===== config.mk =====
export PLATFORM = sky130hd
export DESIGN_NAME = rsm_top
export DESIGN_NICKNAME = d
export VERILOG_FILES = /design/src/hdl/rsm_pkg.sv /design/src/hdl/rsm_top.sv
export VERILOG_INCLUDE_DIRS = /design/src /design/src/hdl
export SDC_FILE = /design/constraint.sdc
export NUM_CORES = 1
export LEC_CHECK = 0
export BUFFER_PORTS_ARGS = -buffer_cell sky130_fd_sc_hd__buf_2
export CAP_MARGIN = 10
export CORE_MARGIN = 1
export CORE_UTILIZATION = 45
export CTS_BUF_LIST = sky130_fd_sc_hd__clkbuf_16
export CTS_CLUSTER_SIZE = 25
export DETAILED_ROUTE_END_ITERATION = 7
export HOLD_SLACK_MARGIN = 0.12
export PLACE_DENSITY = 0.8
export SLEW_MARGIN = 10
export SYNTH_ARGS = -nofsm -noshare
export SYNTH_HDL_FRONTEND = slang
export SYNTH_SLANG_ARGS = --single-unit

===== constraint.sdc =====
create_clock -name clk -period 1.6 [get_ports clk]
set_input_delay 0.32 -clock clk [delete_from_list [all_inputs] [get_ports clk]]
set_output_delay 0.32 -clock clk [all_outputs]
set_load 0.005 [all_outputs]

===== src/hdl/rsm_regs.svh =====
// Register map, field positions, reset values and timing of the reset source manager
//
// How it works
// Four independent supply fault detector inputs.
// Low fault line acts as reset source.
// Pin reset passes a glitch filter.
// Watchdog expiry gives full reset, recorded.
// Lockup resets system unless disable bit set.
// Core reset request resets all except debug.
// Deep sleep entry sets cause bit 7.
// Pin wake from deep sleep sets bit 8.
// Control 0x000, cause 0x004, command 0x008.
// Backup domain reset enable resets to one.
// Cause bits 0 to 6 as mapped.
// Bits 9 to 15 analog, backup, mode.
// Causes reset zero, read only, reserved zero.
// Cause bits sticky until software clears.
// Command clear drops lockup and request only.
// Software clears command, then aux bit pulse.
// Full sources reset debug; hold while active.
// Assert at once, release after two stages.
// Cause set every cycle source is active.
`ifndef RSM_REGS_SVH
`define RSM_REGS_SVH

`define RSM_ADDR_W         12
`define RSM_OFF_CTRL       12'h000
`define RSM_OFF_CAUSE      12'h004
`define RSM_OFF_CMD        12'h008
`define RSM_OFF_IRQ_STATUS 12'h00C
`define RSM_OFF_IRQ_ENABLE 12'h010
`define RSM_OFF_IRQ_CLEAR  12'h014

`define RSM_CTRL_W         2
`define RSM_CTRL_LOCK_DIS  0
`define RSM_CTRL_BK_EN     1
`define RSM_CTRL_RST       2'h2
`define RSM_CMD_CLR        0

`define RSM_CAUSE_W        16
`define RSM_CAUSE_RST      16'h0000
`define RSM_C_POR          0
`define RSM_C_UNREG        1
`define RSM_C_REG          2
`define RSM_C_PIN          3
`define RSM_C_WDOG         4
`define RSM_C_LOCK         5
`define RSM_C_SYSREQ       6
`define RSM_C_SLEEP        7
`define RSM_C_WAKE         8
`define RSM_C_AN0          9
`define RSM_C_AN1          10
`define RSM_C_BK_LO        11
`define RSM_C_BK_HI        14
`define RSM_C_BKMODE       15
`define RSM_SOFT_CLR_MASK  16'h0060

`define RSM_FAULT_W        4
`define RSM_PIN_CNT_W      8
`define RSM_CLK_NS         8
`define RSM_PIN_FILTER_NS  100

`endif


===== src/hdl/rsm_pkg.sv =====
// Types of the reset source manager
`include "rsm_regs.svh"
package rsm_pkg;

  typedef enum logic [3:0] {
    RSM_ST_HOLD = 4'h1,
    RSM_ST_REL1 = 4'h2,
    RSM_ST_REL2 = 4'h4,
    RSM_ST_RUN  = 4'h8
  } rsm_fsm_t;

  typedef struct packed {
    logic [`RSM_CTRL_W-1:0]    ctrl;
    logic [`RSM_CAUSE_W-1:0]   cause;
    logic [`RSM_CAUSE_W-1:0]   irq_st;
    logic [`RSM_CAUSE_W-1:0]   irq_en;
    logic [31:0]               rdata;
    logic                      irq;
    logic [`RSM_FAULT_W-1:0]   flt_s1;
    logic [`RSM_FAULT_W-1:0]   flt_s2;
    logic [`RSM_FAULT_W-1:0]   flt_s3;
    logic [`RSM_FAULT_W-1:0]   flt;
    logic [`RSM_FAULT_W-1:0]   bk_s1;
    logic [`RSM_FAULT_W-1:0]   bk_s2;
    logic [`RSM_FAULT_W-1:0]   bk_s3;
    logic [`RSM_FAULT_W-1:0]   bk;
    logic                      pin_s1;
    logic                      pin_s2;
    logic                      pin_s3;
    logic                      pin_sync;
    logic                      pin_flt;
    logic [`RSM_PIN_CNT_W-1:0] pin_cnt;
    logic                      por_pend;
    rsm_fsm_t                  st;
    logic [1:0]                sys_pipe;
    logic                      full_rst_n;
    logic                      sys_rst_n;
  } rsm_state_t;

endpackage


===== src/hdl/rsm_top.sv =====
// Reset source manager: source combining, cause recording and register port
`timescale 1ns/100ps
`default_nettype none
`include "rsm_regs.svh"

module rsm_top #(
  parameter int PIN_FILTER_CYCLES =
    (`RSM_PIN_FILTER_NS + `RSM_CLK_NS - 1) / `RSM_CLK_NS
) (
  // Clock and power-on reset
  input  wire logic                     clk,
  input  wire logic                     rst_n,
  // Register port
  input  wire logic [`RSM_ADDR_W-1:0]   reg_addr,
  input  wire logic [31:0]              reg_wdata,
  input  wire logic                     reg_wr,
  input  wire logic                     reg_rd,
  output var  logic [31:0]              reg_rdata,
  // Supply fault lines, unreg, reg, analog 0, analog 1
  input  wire logic [`RSM_FAULT_W-1:0]  supply_fault_n,
  // Backup detectors, drive reg, input, unreg, reg
  input  wire logic [`RSM_FAULT_W-1:0]  backup_fault,
  // External reset pin
  input  wire logic                     external_reset_pin_n,
  // Same-clock event sources
  input  wire logic                     watchdog_timeout,
  input  wire logic                     lockup,
  input  wire logic                     core_reset_request,
  input  wire logic                     deep_sleep_entry,
  input  wire logic                     deep_sleep_pin_wake,
  input  wire logic                     backup_mode_exit,
  input  wire logic                     hard_cause_clear,
  // Reset outputs
  output var  logic                     full_reset_n,
  output var  logic                     system_reset_n,
  output var  logic                     backup_domain_reset_enable,
  // Interrupt
  output var  logic                     irq
);

  localparam logic [`RSM_PIN_CNT_W-1:0] PIN_LAST =
    `RSM_PIN_CNT_W'(PIN_FILTER_CYCLES - 1);

  // Takes the new level only once stages two and three agree
  function automatic logic [`RSM_FAULT_W-1:0] rsm_agree(
    input logic [`RSM_FAULT_W-1:0] cur,
    input logic [`RSM_FAULT_W-1:0] s2,
    input logic [`RSM_FAULT_W-1:0] s3
  );
    rsm_agree = (s2 & s3) | (cur & (s2 | s3));
  endfunction

  rsm_pkg::rsm_state_t              q;
  rsm_pkg::rsm_state_t              d;
  logic                             lock_ev;
  logic                             full_src;
  logic                             sys_src;
  logic [`RSM_CAUSE_W-1:0]          set_v;
  logic [`RSM_CAUSE_W-1:0]          clr_v;
  logic [`RSM_CAUSE_W-1:0]          iclr_v;
  logic [`RSM_FAULT_W-1:0]          pin_tmp;

  always_comb
  begin
    d = q;
    pin_tmp = '0;
    set_v = '0;
    clr_v = '0;
    iclr_v = '0;

    // Fault lines come from analog cells, hence the three stages
    d.flt_s1 = ~supply_fault_n;
    d.flt_s2 = q.flt_s1;
    d.flt_s3 = q.flt_s2;
    d.flt = rsm_agree(q.flt, q.flt_s2, q.flt_s3);

    d.bk_s1 = backup_fault;
    d.bk_s2 = q.bk_s1;
    d.bk_s3 = q.bk_s2;
    d.bk = rsm_agree(q.bk, q.bk_s2, q.bk_s3);

    d.pin_s1 = ~external_reset_pin_n;
    d.pin_s2 = q.pin_s1;
    d.pin_s3 = q.pin_s2;
    pin_tmp = rsm_agree({3'h0, q.pin_sync}, {3'h0, q.pin_s2}, {3'h0, q.pin_s3});
    d.pin_sync = pin_tmp[0];

    // Glitch filter: a level must hold the full window to count
    if (q.pin_sync == q.pin_flt)
    begin
      d.pin_cnt = '0;
    end
    else if (q.pin_cnt >= PIN_LAST)
    begin
      d.pin_flt = q.pin_sync;
      d.pin_cnt = '0;
    end
    else
    begin
      d.pin_cnt = q.pin_cnt + `RSM_PIN_CNT_W'(1);
    end

    lock_ev = lockup & ~q.ctrl[`RSM_CTRL_LOCK_DIS];

    // Sources that also take the debug interface down
    full_src = (|q.flt) | q.pin_flt | watchdog_timeout;
    sys_src = full_src | lock_ev | core_reset_request;

    // Cause set terms, applied every cycle the source is active
    set_v[`RSM_C_POR] = q.por_pend;
    set_v[`RSM_C_UNREG] = q.flt[0];
    set_v[`RSM_C_REG] = q.flt[1];
    set_v[`RSM_C_PIN] = q.pin_flt;
    set_v[`RSM_C_WDOG] = watchdog_timeout;
    set_v[`RSM_C_LOCK] = lock_ev;
    set_v[`RSM_C_SYSREQ] = core_reset_request;
    set_v[`RSM_C_SLEEP] = deep_sleep_entry;
    set_v[`RSM_C_WAKE] = deep_sleep_pin_wake;
    set_v[`RSM_C_AN0] = q.flt[2];
    set_v[`RSM_C_AN1] = q.flt[3];
    set_v[`RSM_C_BK_HI:`RSM_C_BK_LO] = q.bk;
    set_v[`RSM_C_BKMODE] = backup_mode_exit;

    // Two clear paths; software must use both to clear all
    if (reg_wr && (reg_addr == `RSM_OFF_CMD) && reg_wdata[`RSM_CMD_CLR])
    begin
      clr_v = clr_v | `RSM_SOFT_CLR_MASK;
    end
    if (hard_cause_clear)
    begin
      clr_v = clr_v | ~`RSM_SOFT_CLR_MASK;
    end

    // Set wins over clear so no event is lost
    d.cause = (q.cause & ~clr_v) | set_v;
    d.por_pend = 1'b0;

    if (reg_wr && (reg_addr == `RSM_OFF_IRQ_CLEAR))
    begin
      iclr_v = reg_wdata[`RSM_CAUSE_W-1:0];
    end
    d.irq_st = (q.irq_st & ~iclr_v) | (set_v & ~q.cause);

    if (reg_wr && (reg_addr == `RSM_OFF_IRQ_ENABLE))
    begin
      d.irq_en = reg_wdata[`RSM_CAUSE_W-1:0];
    end

    if (reg_wr && (reg_addr == `RSM_OFF_CTRL))
    begin
      d.ctrl = reg_wdata[`RSM_CTRL_W-1:0];
    end

    d.irq = |(d.irq_st & d.irq_en);

    // Release sequence for the full reset
    if (full_src)
    begin
      d.st = rsm_pkg::RSM_ST_HOLD;
    end
    else
    begin
      case (q.st)
        rsm_pkg::RSM_ST_HOLD:
        begin
          d.st = rsm_pkg::RSM_ST_REL1;
        end
        rsm_pkg::RSM_ST_REL1:
        begin
          d.st = rsm_pkg::RSM_ST_REL2;
        end
        rsm_pkg::RSM_ST_REL2:
        begin
          d.st = rsm_pkg::RSM_ST_RUN;
        end
        rsm_pkg::RSM_ST_RUN:
        begin
          d.st = rsm_pkg::RSM_ST_RUN;
        end
        default:
        begin
          d.st = rsm_pkg::RSM_ST_HOLD;
        end
      endcase
    end
    d.full_rst_n = (d.st == rsm_pkg::RSM_ST_RUN);

    // System reset follows full reset plus lockup and request
    if (sys_src)
    begin
      d.sys_pipe = 2'h0;
    end
    else
    begin
      d.sys_pipe = {q.sys_pipe[0], 1'b1};
    end
    d.sys_rst_n = d.sys_pipe[1] & d.full_rst_n;

    // Read data stand only in the cycle after the strobe
    d.rdata = '0;
    if (reg_rd)
    begin
      case (reg_addr)
        `RSM_OFF_CTRL:
        begin
          d.rdata = {{(32-`RSM_CTRL_W){1'b0}}, q.ctrl};
        end
        `RSM_OFF_CAUSE:
        begin
          d.rdata = {{(32-`RSM_CAUSE_W){1'b0}}, q.cause};
        end
        `RSM_OFF_IRQ_STATUS:
        begin
          d.rdata = {{(32-`RSM_CAUSE_W){1'b0}}, q.irq_st};
        end
        `RSM_OFF_IRQ_ENABLE:
        begin
          d.rdata = {{(32-`RSM_CAUSE_W){1'b0}}, q.irq_en};
        end
        default:
        begin
          d.rdata = '0;
        end
      endcase
    end
  end

  // Power-on reset is the block's own reset; pending flag marks it
  always_ff @(posedge clk or negedge rst_n)
  begin
    if (!rst_n)
    begin
      q <= '0;
      q.ctrl <= `RSM_CTRL_RST;
      q.cause <= `RSM_CAUSE_RST;
      q.por_pend <= 1'b1;
      q.st <= rsm_pkg::RSM_ST_HOLD;
    end
    else
    begin
      q <= d;
    end
  end

  assign reg_rdata = q.rdata;
  assign full_reset_n = q.full_rst_n;
  assign system_reset_n = q.sys_rst_n;
  assign backup_domain_reset_enable = q.ctrl[`RSM_CTRL_BK_EN];
  assign irq = q.irq;

endmodule // rsm_top
`default_nettype wire


==> run_summary.xml, run 1 <==
<?xml version="1.0" encoding="UTF-8"?>
<metrics>
  <group name="route">
    <metric name="postRouteAntennaNets" unit="">0</metric>
    <metric name="via_per_inst" unit="">5.25</metric>
    <metric name="drt_pass1_iterations" unit="">5</metric>
    <metric name="detail_route.wirelength" unit="mm">12.2</metric>
    <metric name="detail_route.wl_per_cell" unit="microns">18.4</metric>
    <metric name="vias" unit="">3483</metric>
    <metric name="drc_errors" unit="">0</metric>
    <metric name="initialDrtViolationCount" unit="">234</metric>
  </group>
  <group name="sta">
    <metric name="worst_slack" unit="ps">-752</metric>
    <metric name="hold_viol_final" unit="">0</metric>
    <metric name="hold_ws" unit="ps">137</metric>
    <metric name="ratio_of_final_minimum_period_to_clock_period" unit="%">147</metric>
    <metric name="finalWorstPathRequiredPeriod" unit="ps">2350</metric>
    <metric name="fin_tns_setup" unit="ps">-7100</metric>
    <metric name="unrepaired_setup_endpoints_after_global_routing" unit="">yes</metric>
    <metric name="least_margin_pin_slew" unit="ps">620</metric>
    <metric name="report.final.setup_viol" unit="">43</metric>
    <metric name="timing.fmax" unit="GHz">0.425</metric>
    <metric name="slew_headroom" unit="%">58.7</metric>
    <metric name="final-max-slew-violation-count" unit="">0</metric>
    <metric name="finalClockSkew" unit="ps">7.07</metric>
  </group>
  <group name="flow_run">
    <metric name="max_cap_viol_count" unit="">0</metric>
  </group>
  <group name="power">
    <metric name="p_sw_share" unit="%">21.2</metric>
    <metric name="intPower" unit="mW">6.26</metric>
    <metric name="vdd_ir_drop_max" unit="mV">0.842</metric>
    <metric name="pwr-share-clk" unit="%">54.2</metric>
    <metric name="combinationalPowerShare" unit="%">5.0</metric>
    <metric name="static_power_due_to_leakage" unit="nW">3.21</metric>
    <metric name="sequential_share_of_power" unit="%">40.8</metric>
    <metric name="power" unit="mW">7.94</metric>
    <metric name="power_density" unit="mW/mm^2">1170</metric>
    <metric name="switching_power" unit="mW">1.68</metric>
  </group>
  <group name="cts">
    <metric name="numCtsBuffers" unit="">17</metric>
    <metric name="clock_tree.htree_level_count" unit="">4</metric>
    <metric name="worst_setup_hold_path_clk_slew" unit="ps">50</metric>
    <metric name="cts-root-buf" unit="">sky130_fd_sc_hd__clkbuf_16</metric>
    <metric name="cts_max_path_buffers" unit="">2</metric>
    <metric name="cts_sinks" unit="">120</metric>
    <metric name="cts_tree" unit="">done</metric>
    <metric name="worst_skew_pair.late_latency" unit="ps">410</metric>
  </group>
  <group name="synthesis">
    <metric name="yosys_register_bits" unit="">120</metric>
    <metric name="yosys.area.top_type" unit="">sky130_fd_sc_hd__dfrtp_1</metric>
    <metric name="synth_area" unit="sq mm">0.00477</metric>
    <metric name="synth-async-reset-ratio" unit="%">100</metric>
    <metric name="synthesis_warnings" unit="">0</metric>
    <metric name="number_of_distinct_standard_cells_referenced_by_the_synthesized_netlist" unit="">47</metric>
    <metric name="synth_area_per_cell" unit="sq um">12.5</metric>
    <metric name="ys.flop_type" unit="">sky130_fd_sc_hd__dfrtp_1</metric>
    <metric name="synth_enable_flop_cells" unit="">0</metric>
    <metric name="post_synth_main_area_contributors" unit="">sky130_fd_sc_hd__dfrtp_1 61%, sky130_fd_sc_hd__buf_4 5.0%, sky130_fd_sc_hd__a222oi_1 3.1%, sky130_fd_sc_hd__mux2_1 3.1%, sky130_fd_sc_hd__a21o_1 2.5%</metric>
    <metric name="synth.yosys.seq_area_share" unit="%">63.0</metric>
    <metric name="synthCells" unit="">381</metric>
    <metric name="synth_top_cell_area_share" unit="%">61.4</metric>
  </group>
  <group name="cells_and_area">
    <metric name="layout-area-overhead-vs-synth" unit="%">42.9</metric>
    <metric name="finish.net_count" unit="">580</metric>
    <metric name="multiInputGateArea" unit="sq mm">0.00176</metric>
    <metric name="num-fill-cells" unit="">714</metric>
    <metric name="layout-drive-gt1-share" unit="%">43.5</metric>
    <metric name="register_area" unit="sq mm">0.00301</metric>
    <metric name="antenna_cells_inserted" unit="">0</metric>
    <metric name="instances_no_fill" unit="">663</metric>
  </group>
  <group name="floorplanning">
    <metric name="initial_utilization" unit="%">46.4</metric>
    <metric name="die_x" unit="microns">105</metric>
    <metric name="dieArea" unit="sq mm">0.0110</metric>
    <metric name="rows" unit="">37</metric>
    <metric name="design.portCount" unit="">100</metric>
    <metric name="floorplan.core_area" unit="sq mm">0.0103</metric>
    <metric name="die_h" unit="microns">105</metric>
  </group>
  <group name="min_path">
    <metric name="hold_path_startpoint" unit="">backup_mode_exit</metric>
    <metric name="hold_path.class" unit="">in -&gt; reg</metric>
  </group>
  <group name="outcome">
    <metric name="violations_in_the_final_reports" unit="">negative setup slack</metric>
    <metric name="outcome" unit="">finished, violations left</metric>
  </group>
  <group name="placement">
    <metric name="pre_cts_ws" unit="ps">-1220</metric>
    <metric name="placement.io_buffers" unit="">67</metric>
    <metric name="place.detailed.instances" unit="">602</metric>
    <metric name="gp_routability_congestion" unit="">0.821</metric>
    <metric name="place_hpwl" unit="mm">6.97</metric>
  </group>
  <group name="setup_path">
    <metric name="startpoint" unit="">reg_addr[9]</metric>
    <metric name="critPathLaunchType" unit="">input port</metric>
    <metric name="worst_r2r_startpoint" unit="">q[90]$_DFF_PN0_</metric>
    <metric name="crit_required" unit="ps">1870</metric>
    <metric name="criticalPathCategory" unit="">in -&gt; reg</metric>
    <metric name="worst-endpoint-arrival" unit="ps">2620</metric>
    <metric name="critPathCaptureType" unit="">register</metric>
    <metric name="path_max_fanout" unit="">6</metric>
  </group>
  <group name="grt">
    <metric name="global_route_usage_over_all_layers" unit="%">23.1</metric>
    <metric name="antenna_violations_before_repair" unit="">0</metric>
    <metric name="vias_in_the_first_global_route" unit="">3680</metric>
    <metric name="gr_ovfl_total" unit="">0</metric>
    <metric name="grt_pass1_wl" unit="mm">18.9</metric>
    <metric name="grt_start_max_net_pins" unit="">40</metric>
  </group>
</metrics>
-- cells in the mapped netlist (2+ instances only) --
cell	n
sky130_fd_sc_hd__a21boi_1	6
sky130_fd_sc_hd__a2111oi_1	2
sky130_fd_sc_hd__buf_4	32
sky130_fd_sc_hd__mux2_1	13
sky130_fd_sc_hd__xnor2_1	2
sky130_fd_sc_hd__nor4_1	4
sky130_fd_sc_hd__a21o_1	16
sky130_fd_sc_hd__nor3_1	7
sky130_fd_sc_hd__nand3_1	3
sky130_fd_sc_hd__dfstp_2	3
sky130_fd_sc_hd__o21ai_2	6
sky130_fd_sc_hd__dfrtp_1	117
sky130_fd_sc_hd__buf_6	2
sky130_fd_sc_hd__xor2_1	2
sky130_fd_sc_hd__a21boi_0	6
sky130_fd_sc_hd__a21oi_1	3
sky130_fd_sc_hd__mux2_2	5
sky130_fd_sc_hd__nor2_1	20
sky130_fd_sc_hd__a222oi_1	15
sky130_fd_sc_hd__clkbuf_1	6
sky130_fd_sc_hd__maj3_1	9
sky130_fd_sc_hd__ha_1	2
sky130_fd_sc_hd__o21ai_1	9
sky130_fd_sc_hd__nand2_1	23
sky130_fd_sc_hd__inv_1	30
sky130_fd_sc_hd__o21ai_0	6
sky130_fd_sc_hd__nand2b_1	12
-- through the flow --
step                      utilization (%)  area, sq um
after floorplan                         -         4940
after global placement               53.6         5500
after detailed placement             53.6         5500
after CTS                            64.6         6640
after global routing                 66.3         6820
final                                66.3         6820
-- critical path: stages --
cell and delay (ps):
sky130_fd_sc_hd__buf_6 90, sky130_fd_sc_hd__or4_4 540, sky130_fd_sc_hd__or4b_4 600, sky130_fd_sc_hd__buf_12 190, sky130_fd_sc_hd__o21ai_4 130, sky130_fd_sc_hd__a21boi_0 120, sky130_fd_sc_hd__a2111oi_1 470, sky130_fd_sc_hd__nand4_1 150
-- timing repair --
| action | 4_1_cts | 5_1_grt |
|---|---|---|
| buffers inserted | 12 | 8 |
| cloned | 2 | 1 |
| hold endpoints to repair | 35 | 0 |
| hold buffers | 12 | 0 |
| pin swaps | 15 | 15 |
| gates resized for setup | 54 | 37 |
| endpoints found under the setup margin | 37 | 48 |
-- worst paths after layout --
check	end	slack (ps)	cells after the start
setup / recovery	irq$_DFF_PN0_	-750	8
hold / removal	q[134]$_DFF_PN0_	140	2
setup reg to reg	irq$_DFF_PN0_	10	4
hold reg to reg	d[28]$_DFF_PN0_	350	0
max in group asynchronous	q[8]$_DFF_PN1_	600	3
min in group asynchronous	reg_rdata[8]$_DFF_PN0_	400	2
-- placed cells by master, fill, tap and decap left out, drive strengths merged, types with 2 or more instances in the layout --
cell	count
xnor2	2
dlygate4sd3	12
nand2	23
a21boi	12
nor2	20
buf	122
ha	2
maj3	9
xor2	2
nand2b	12
bufinv	6
a21oi	3
nor3	8
inv	33
a2111oi	4
a21o	16
o21ai	21
nand3	3
or4	2
a222oi	15
dfrtp	117
nor4	5
clkinv	5
clkbuf	18
conb	21
dfstp	3
mux2	18
-- metal layers --
layer  vias to the layer above  wire (microns)  GRT usage (%)
met1                      1748            4530           25.5
met4                         0             413           12.4
li1                       1540               -              -
met2                       155            6520           40.0
met3                        40             751           6.99
met5                         -               0              0
-- cell type report --
type,instances,area share (%)
clock buffers,17,6.24
clock inverters,15,3.65
inverters,30,1.65
multi-input cells,210,25.9
flip-flops and latches,120,44.1
well taps,136,2.50
repair buffers,135,16.0
-- logic make-up (layout without fill, tap and decap cells) --
kind of cell    count (synthesis)  after routing  synth area share, %
xor+xnor                        4              4                0.735
mux                            18             18                 4.25
other cells                     1             21               0.0786
simple gates                   83             83                 9.23
buf+inv                        71            197                 8.45
compound gates                 73             73                 11.8
flops                         120            120                 63.0
fa+ha+maj                      11             11                 2.41
-- sequential cells by signal, summed over array words and instances, names as in the netlist --
register and cells:
backup_domain_reset_enable 1, full_reset_n 1, q 82, irq 1
system_reset_n 1, d 18, reg_rdata 16
-- power groups by stage --
stage          logic [mW]  clock network [mW]  registers (mW)
6_report            0.401                4.30            3.24
5_1_grt             0.443                4.51            3.25
4_1_cts             0.383                4.35            3.23
3_5_place_dp        0.336                   0            3.28
3_3_place_gp        0.324                   0            3.27
2_1_floorplan       0.158                   0            3.26
No activity file was read; power rests on OpenSTA's default activity.
==> run 2, diff against run 1 <==
--- a/config.mk
+++ b/config.mk
@@ -9,12 +9,12 @@
 export BUFFER_PORTS_ARGS = -buffer_cell sky130_fd_sc_hd__buf_2
 export CAP_MARGIN = 10
 export CORE_MARGIN = 1
-export CORE_UTILIZATION = 45
+export CORE_UTILIZATION = 54
 export CTS_BUF_LIST = sky130_fd_sc_hd__clkbuf_16
 export CTS_CLUSTER_SIZE = 25
 export DETAILED_ROUTE_END_ITERATION = 7
 export HOLD_SLACK_MARGIN = 0.12
-export PLACE_DENSITY = 0.8
+export PLACE_DENSITY = 0.91
 export SLEW_MARGIN = 10
 export SYNTH_ARGS = -nofsm -noshare
 export SYNTH_HDL_FRONTEND = slang
==> run 2 against run 1 <==
Effect of this change: the flow finishes with violations (design-rule violations, negative setup slack); sequential share of layout area increased by 0.29 points; critical path depth increased by 1; final cell count decreased by 5.6%; combinational power increased by 5%; flip-flop and latch count unchanged; critical path type unchanged; highest routed layer unchanged.
==> run_summary.xml, run 2 (same netlist as run 1, synthesis figures left out) <==
<?xml version="1.0" encoding="UTF-8"?>
<metrics>
  <group name="outcome">
    <metric name="outcome" unit="">finished, violations left</metric>
    <metric name="violations_in_the_final_reports" unit="">design-rule violations, negative setup slack</metric>
  </group>
  <group name="grt">
    <metric name="grt_pass1_wl" unit="mm">19.4</metric>
    <metric name="global_route_usage_over_all_layers" unit="%">29.8</metric>
    <metric name="gr_ovfl_total" unit="">0</metric>
    <metric name="antenna_violations_before_repair" unit="">0</metric>
    <metric name="grt_start_max_net_pins" unit="">34</metric>
    <metric name="vias_in_the_first_global_route" unit="">3879</metric>
    <metric name="use_met1" unit="%">32.7</metric>
    <metric name="grtUsageMet2" unit="%">49.9</metric>
    <metric name="grt-busiest-layer" unit="">met2</metric>
    <metric name="met3_usage" unit="%">8.53</metric>
  </group>
  <group name="placement">
    <metric name="placement.io_buffers" unit="">67</metric>
    <metric name="place.detailed.instances" unit="">565</metric>
    <metric name="pre_cts_ws" unit="ps">-1160</metric>
    <metric name="place_hpwl" unit="mm">7.20</metric>
    <metric name="dpl-instance-area" unit="sq mm">0.00536</metric>
    <metric name="gp_routability_congestion" unit="">0.792</metric>
  </group>
  <group name="cells_and_area">
    <metric name="finish.net_count" unit="">574</metric>
    <metric name="layout.cells.most_common_list" unit="">117 x sky130_fd_sc_hd__dfrtp_1, 63 x sky130_fd_sc_hd__buf_2, 30 x sky130_fd_sc_hd__inv_1</metric>
    <metric name="final_core_utilization" unit="%">80.8</metric>
    <metric name="layout-drive-gt1-share" unit="%">44.1</metric>
    <metric name="num-fill-cells" unit="">426</metric>
    <metric name="fin_area" unit="sq mm">0.00677</metric>
    <metric name="multiInputGateArea" unit="sq mm">0.00191</metric>
    <metric name="mostFrequentLayoutCell" unit="">sky130_fd_sc_hd__dfrtp_1</metric>
    <metric name="top_reg_by_flops" unit="">q</metric>
    <metric name="antenna_cells_inserted" unit="">0</metric>
    <metric name="instances_no_fill" unit="">626</metric>
    <metric name="layout-area-overhead-vs-synth" unit="%">42.0</metric>
    <metric name="max_ffs_per_register" unit="">82</metric>
    <metric name="register_area" unit="sq mm">0.00301</metric>
  </group>
  <group name="sta">
    <metric name="hold_ws" unit="ps">128</metric>
    <metric name="timing.fmax" unit="GHz">0.410</metric>
    <metric name="ratio_of_final_minimum_period_to_clock_period" unit="%">152</metric>
    <metric name="fin_tns_setup" unit="ps">-5520</metric>
    <metric name="finalWorstPathRequiredPeriod" unit="ps">2440</metric>
    <metric name="slew_headroom" unit="%">55.6</metric>
    <metric name="final-max-slew-violation-count" unit="">0</metric>
    <metric name="report.final.setup_viol" unit="">51</metric>
    <metric name="finalClockSkew" unit="ps">10.0</metric>
    <metric name="worst_slack" unit="ps">-837</metric>
    <metric name="least_margin_pin_slew" unit="ps">666</metric>
    <metric name="unrepaired_setup_endpoints_after_global_routing" unit="">yes</metric>
    <metric name="hold_viol_final" unit="">0</metric>
  </group>
  <group name="setup_path">
    <metric name="criticalPathCategory" unit="">in -&gt; reg</metric>
    <metric name="crit_required" unit="ps">1870</metric>
    <metric name="startpoint" unit="">reg_addr[6]</metric>
    <metric name="critPathMaxStageDelay" unit="ps">560</metric>
    <metric name="worst-endpoint-arrival" unit="ps">2710</metric>
    <metric name="path_max_fanout" unit="">6</metric>
    <metric name="worst_r2r_startpoint" unit="">q[40]$_DFF_PN0_</metric>
    <metric name="critPathCaptureType" unit="">register</metric>
    <metric name="critPathMostFrequentCell" unit="">sky130_fd_sc_hd__buf_6</metric>
    <metric name="critical_path.cell_chain" unit="">buf_6 &gt; or4_4 &gt; nor4_4 &gt; buf_6 &gt; buf_4 &gt; mux2_4 &gt; a21boi_1 &gt; a2111oi_2 &gt; nand4_1</metric>
    <metric name="critPathLaunchType" unit="">input port</metric>
    <metric name="cpMaxStageDelayCell" unit="">sky130_fd_sc_hd__or4_4</metric>
  </group>
  <group name="route">
    <metric name="vias" unit="">3764</metric>
    <metric name="via_per_inst" unit="">6.01</metric>
    <metric name="postRouteAntennaNets" unit="">0</metric>
    <metric name="drt_pass1_iterations" unit="">8</metric>
    <metric name="detail_route.wirelength" unit="mm">14.5</metric>
    <metric name="drc_errors" unit="">3</metric>
    <metric name="detail_route.wl_per_cell" unit="microns">23.2</metric>
    <metric name="initialDrtViolationCount" unit="">342</metric>
  </group>
  <group name="floorplanning">
    <metric name="rows" unit="">33</metric>
    <metric name="design.portCount" unit="">100</metric>
    <metric name="die_h" unit="microns">96.0</metric>
    <metric name="dieArea" unit="sq mm">0.00921</metric>
    <metric name="floorplan.core_area" unit="sq mm">0.00838</metric>
    <metric name="die_x" unit="microns">96.0</metric>
    <metric name="initial_utilization" unit="%">56.9</metric>
  </group>
  <group name="cts">
    <metric name="cts_sinks" unit="">120</metric>
    <metric name="cts-root-buf" unit="">sky130_fd_sc_hd__clkbuf_16</metric>
    <metric name="worst_skew_pair.late_latency" unit="ps">430</metric>
    <metric name="cts_max_path_buffers" unit="">2</metric>
    <metric name="numCtsBuffers" unit="">17</metric>
    <metric name="worst_setup_hold_path_clk_slew" unit="ps">60</metric>
    <metric name="cts_tree" unit="">done</metric>
    <metric name="clock_tree.htree_level_count" unit="">4</metric>
  </group>
  <group name="min_path">
    <metric name="hold_path_startpoint" unit="">core_reset_request</metric>
    <metric name="hold_path.class" unit="">in -&gt; reg</metric>
  </group>
  <group name="flow_run">
    <metric name="max_cap_viol_count" unit="">0</metric>
  </group>
  <group name="power">
    <metric name="power" unit="mW">7.74</metric>
    <metric name="static_power_due_to_leakage" unit="nW">3.14</metric>
    <metric name="power_density" unit="mW/mm^2">1140</metric>
    <metric name="vdd_ir_drop_max" unit="mV">0.805</metric>
  </group>
</metrics>
==> run 2: per-layer routing <==
| layer | routed length [microns] | vias to the layer above |
|---|---|---|
| met4 | 1140 | 0 |
| li1 | - | 1523 |
| met3 | 1340 | 102 |
| met1 | 4950 | 1861 |
| met2 | 7110 | 278 |
| met5 | 0 | - |
==> run 2: what timing repair did <==
action	4_1_cts	5_1_grt
hold endpoints to repair	40	0
setup buffers	10	8
pin swaps	16	33
resized for setup	65	54
hold buffers	13	0
setup endpoints to repair	48	53
==> run 2: worst paths after layout <==
check | cells past startpoint | to | slack [ps]
min reg2reg | 0 | d[26]$_DFF_PN0_ | 340
max | 9 | irq$_DFF_PN0_ | -840
max reg2reg | 5 | q[4]$_DFF_PN1_ | -30
min in group asynchronous | 2 | q[28]$_DFF_PN0_ | 390
max in group asynchronous | 3 | reg_rdata[8]$_DFF_PN0_ | 580
min | 2 | q[125]$_DFF_PN0_ | 130
==> run 2: power by group <==
part	total (mW)	switching [mW]	internal (mW)
clock network	4.07	1.47	2.61
registers	3.24	0.0945	3.15
logic	0.420	0.240	0.180
total	7.74	1.80	5.94
==> run 2: worst max-delay path: cells and delay by family <==
kind | cells | cell delay [ps]
compound gates | 2 | 560
buf+inv | 3 | 420
mux | 1 | 300
simple gates | 3 | 1110
==> run 2: layout make-up <==
cell class	count	area share [%]
well taps	105	1.94
clock inverters	15	2.94
multi-input cells	210	28.3
clock buffers	17	6.28
inverters	30	1.66
flip-flops and latches	120	44.4
repair buffers	129	14.5
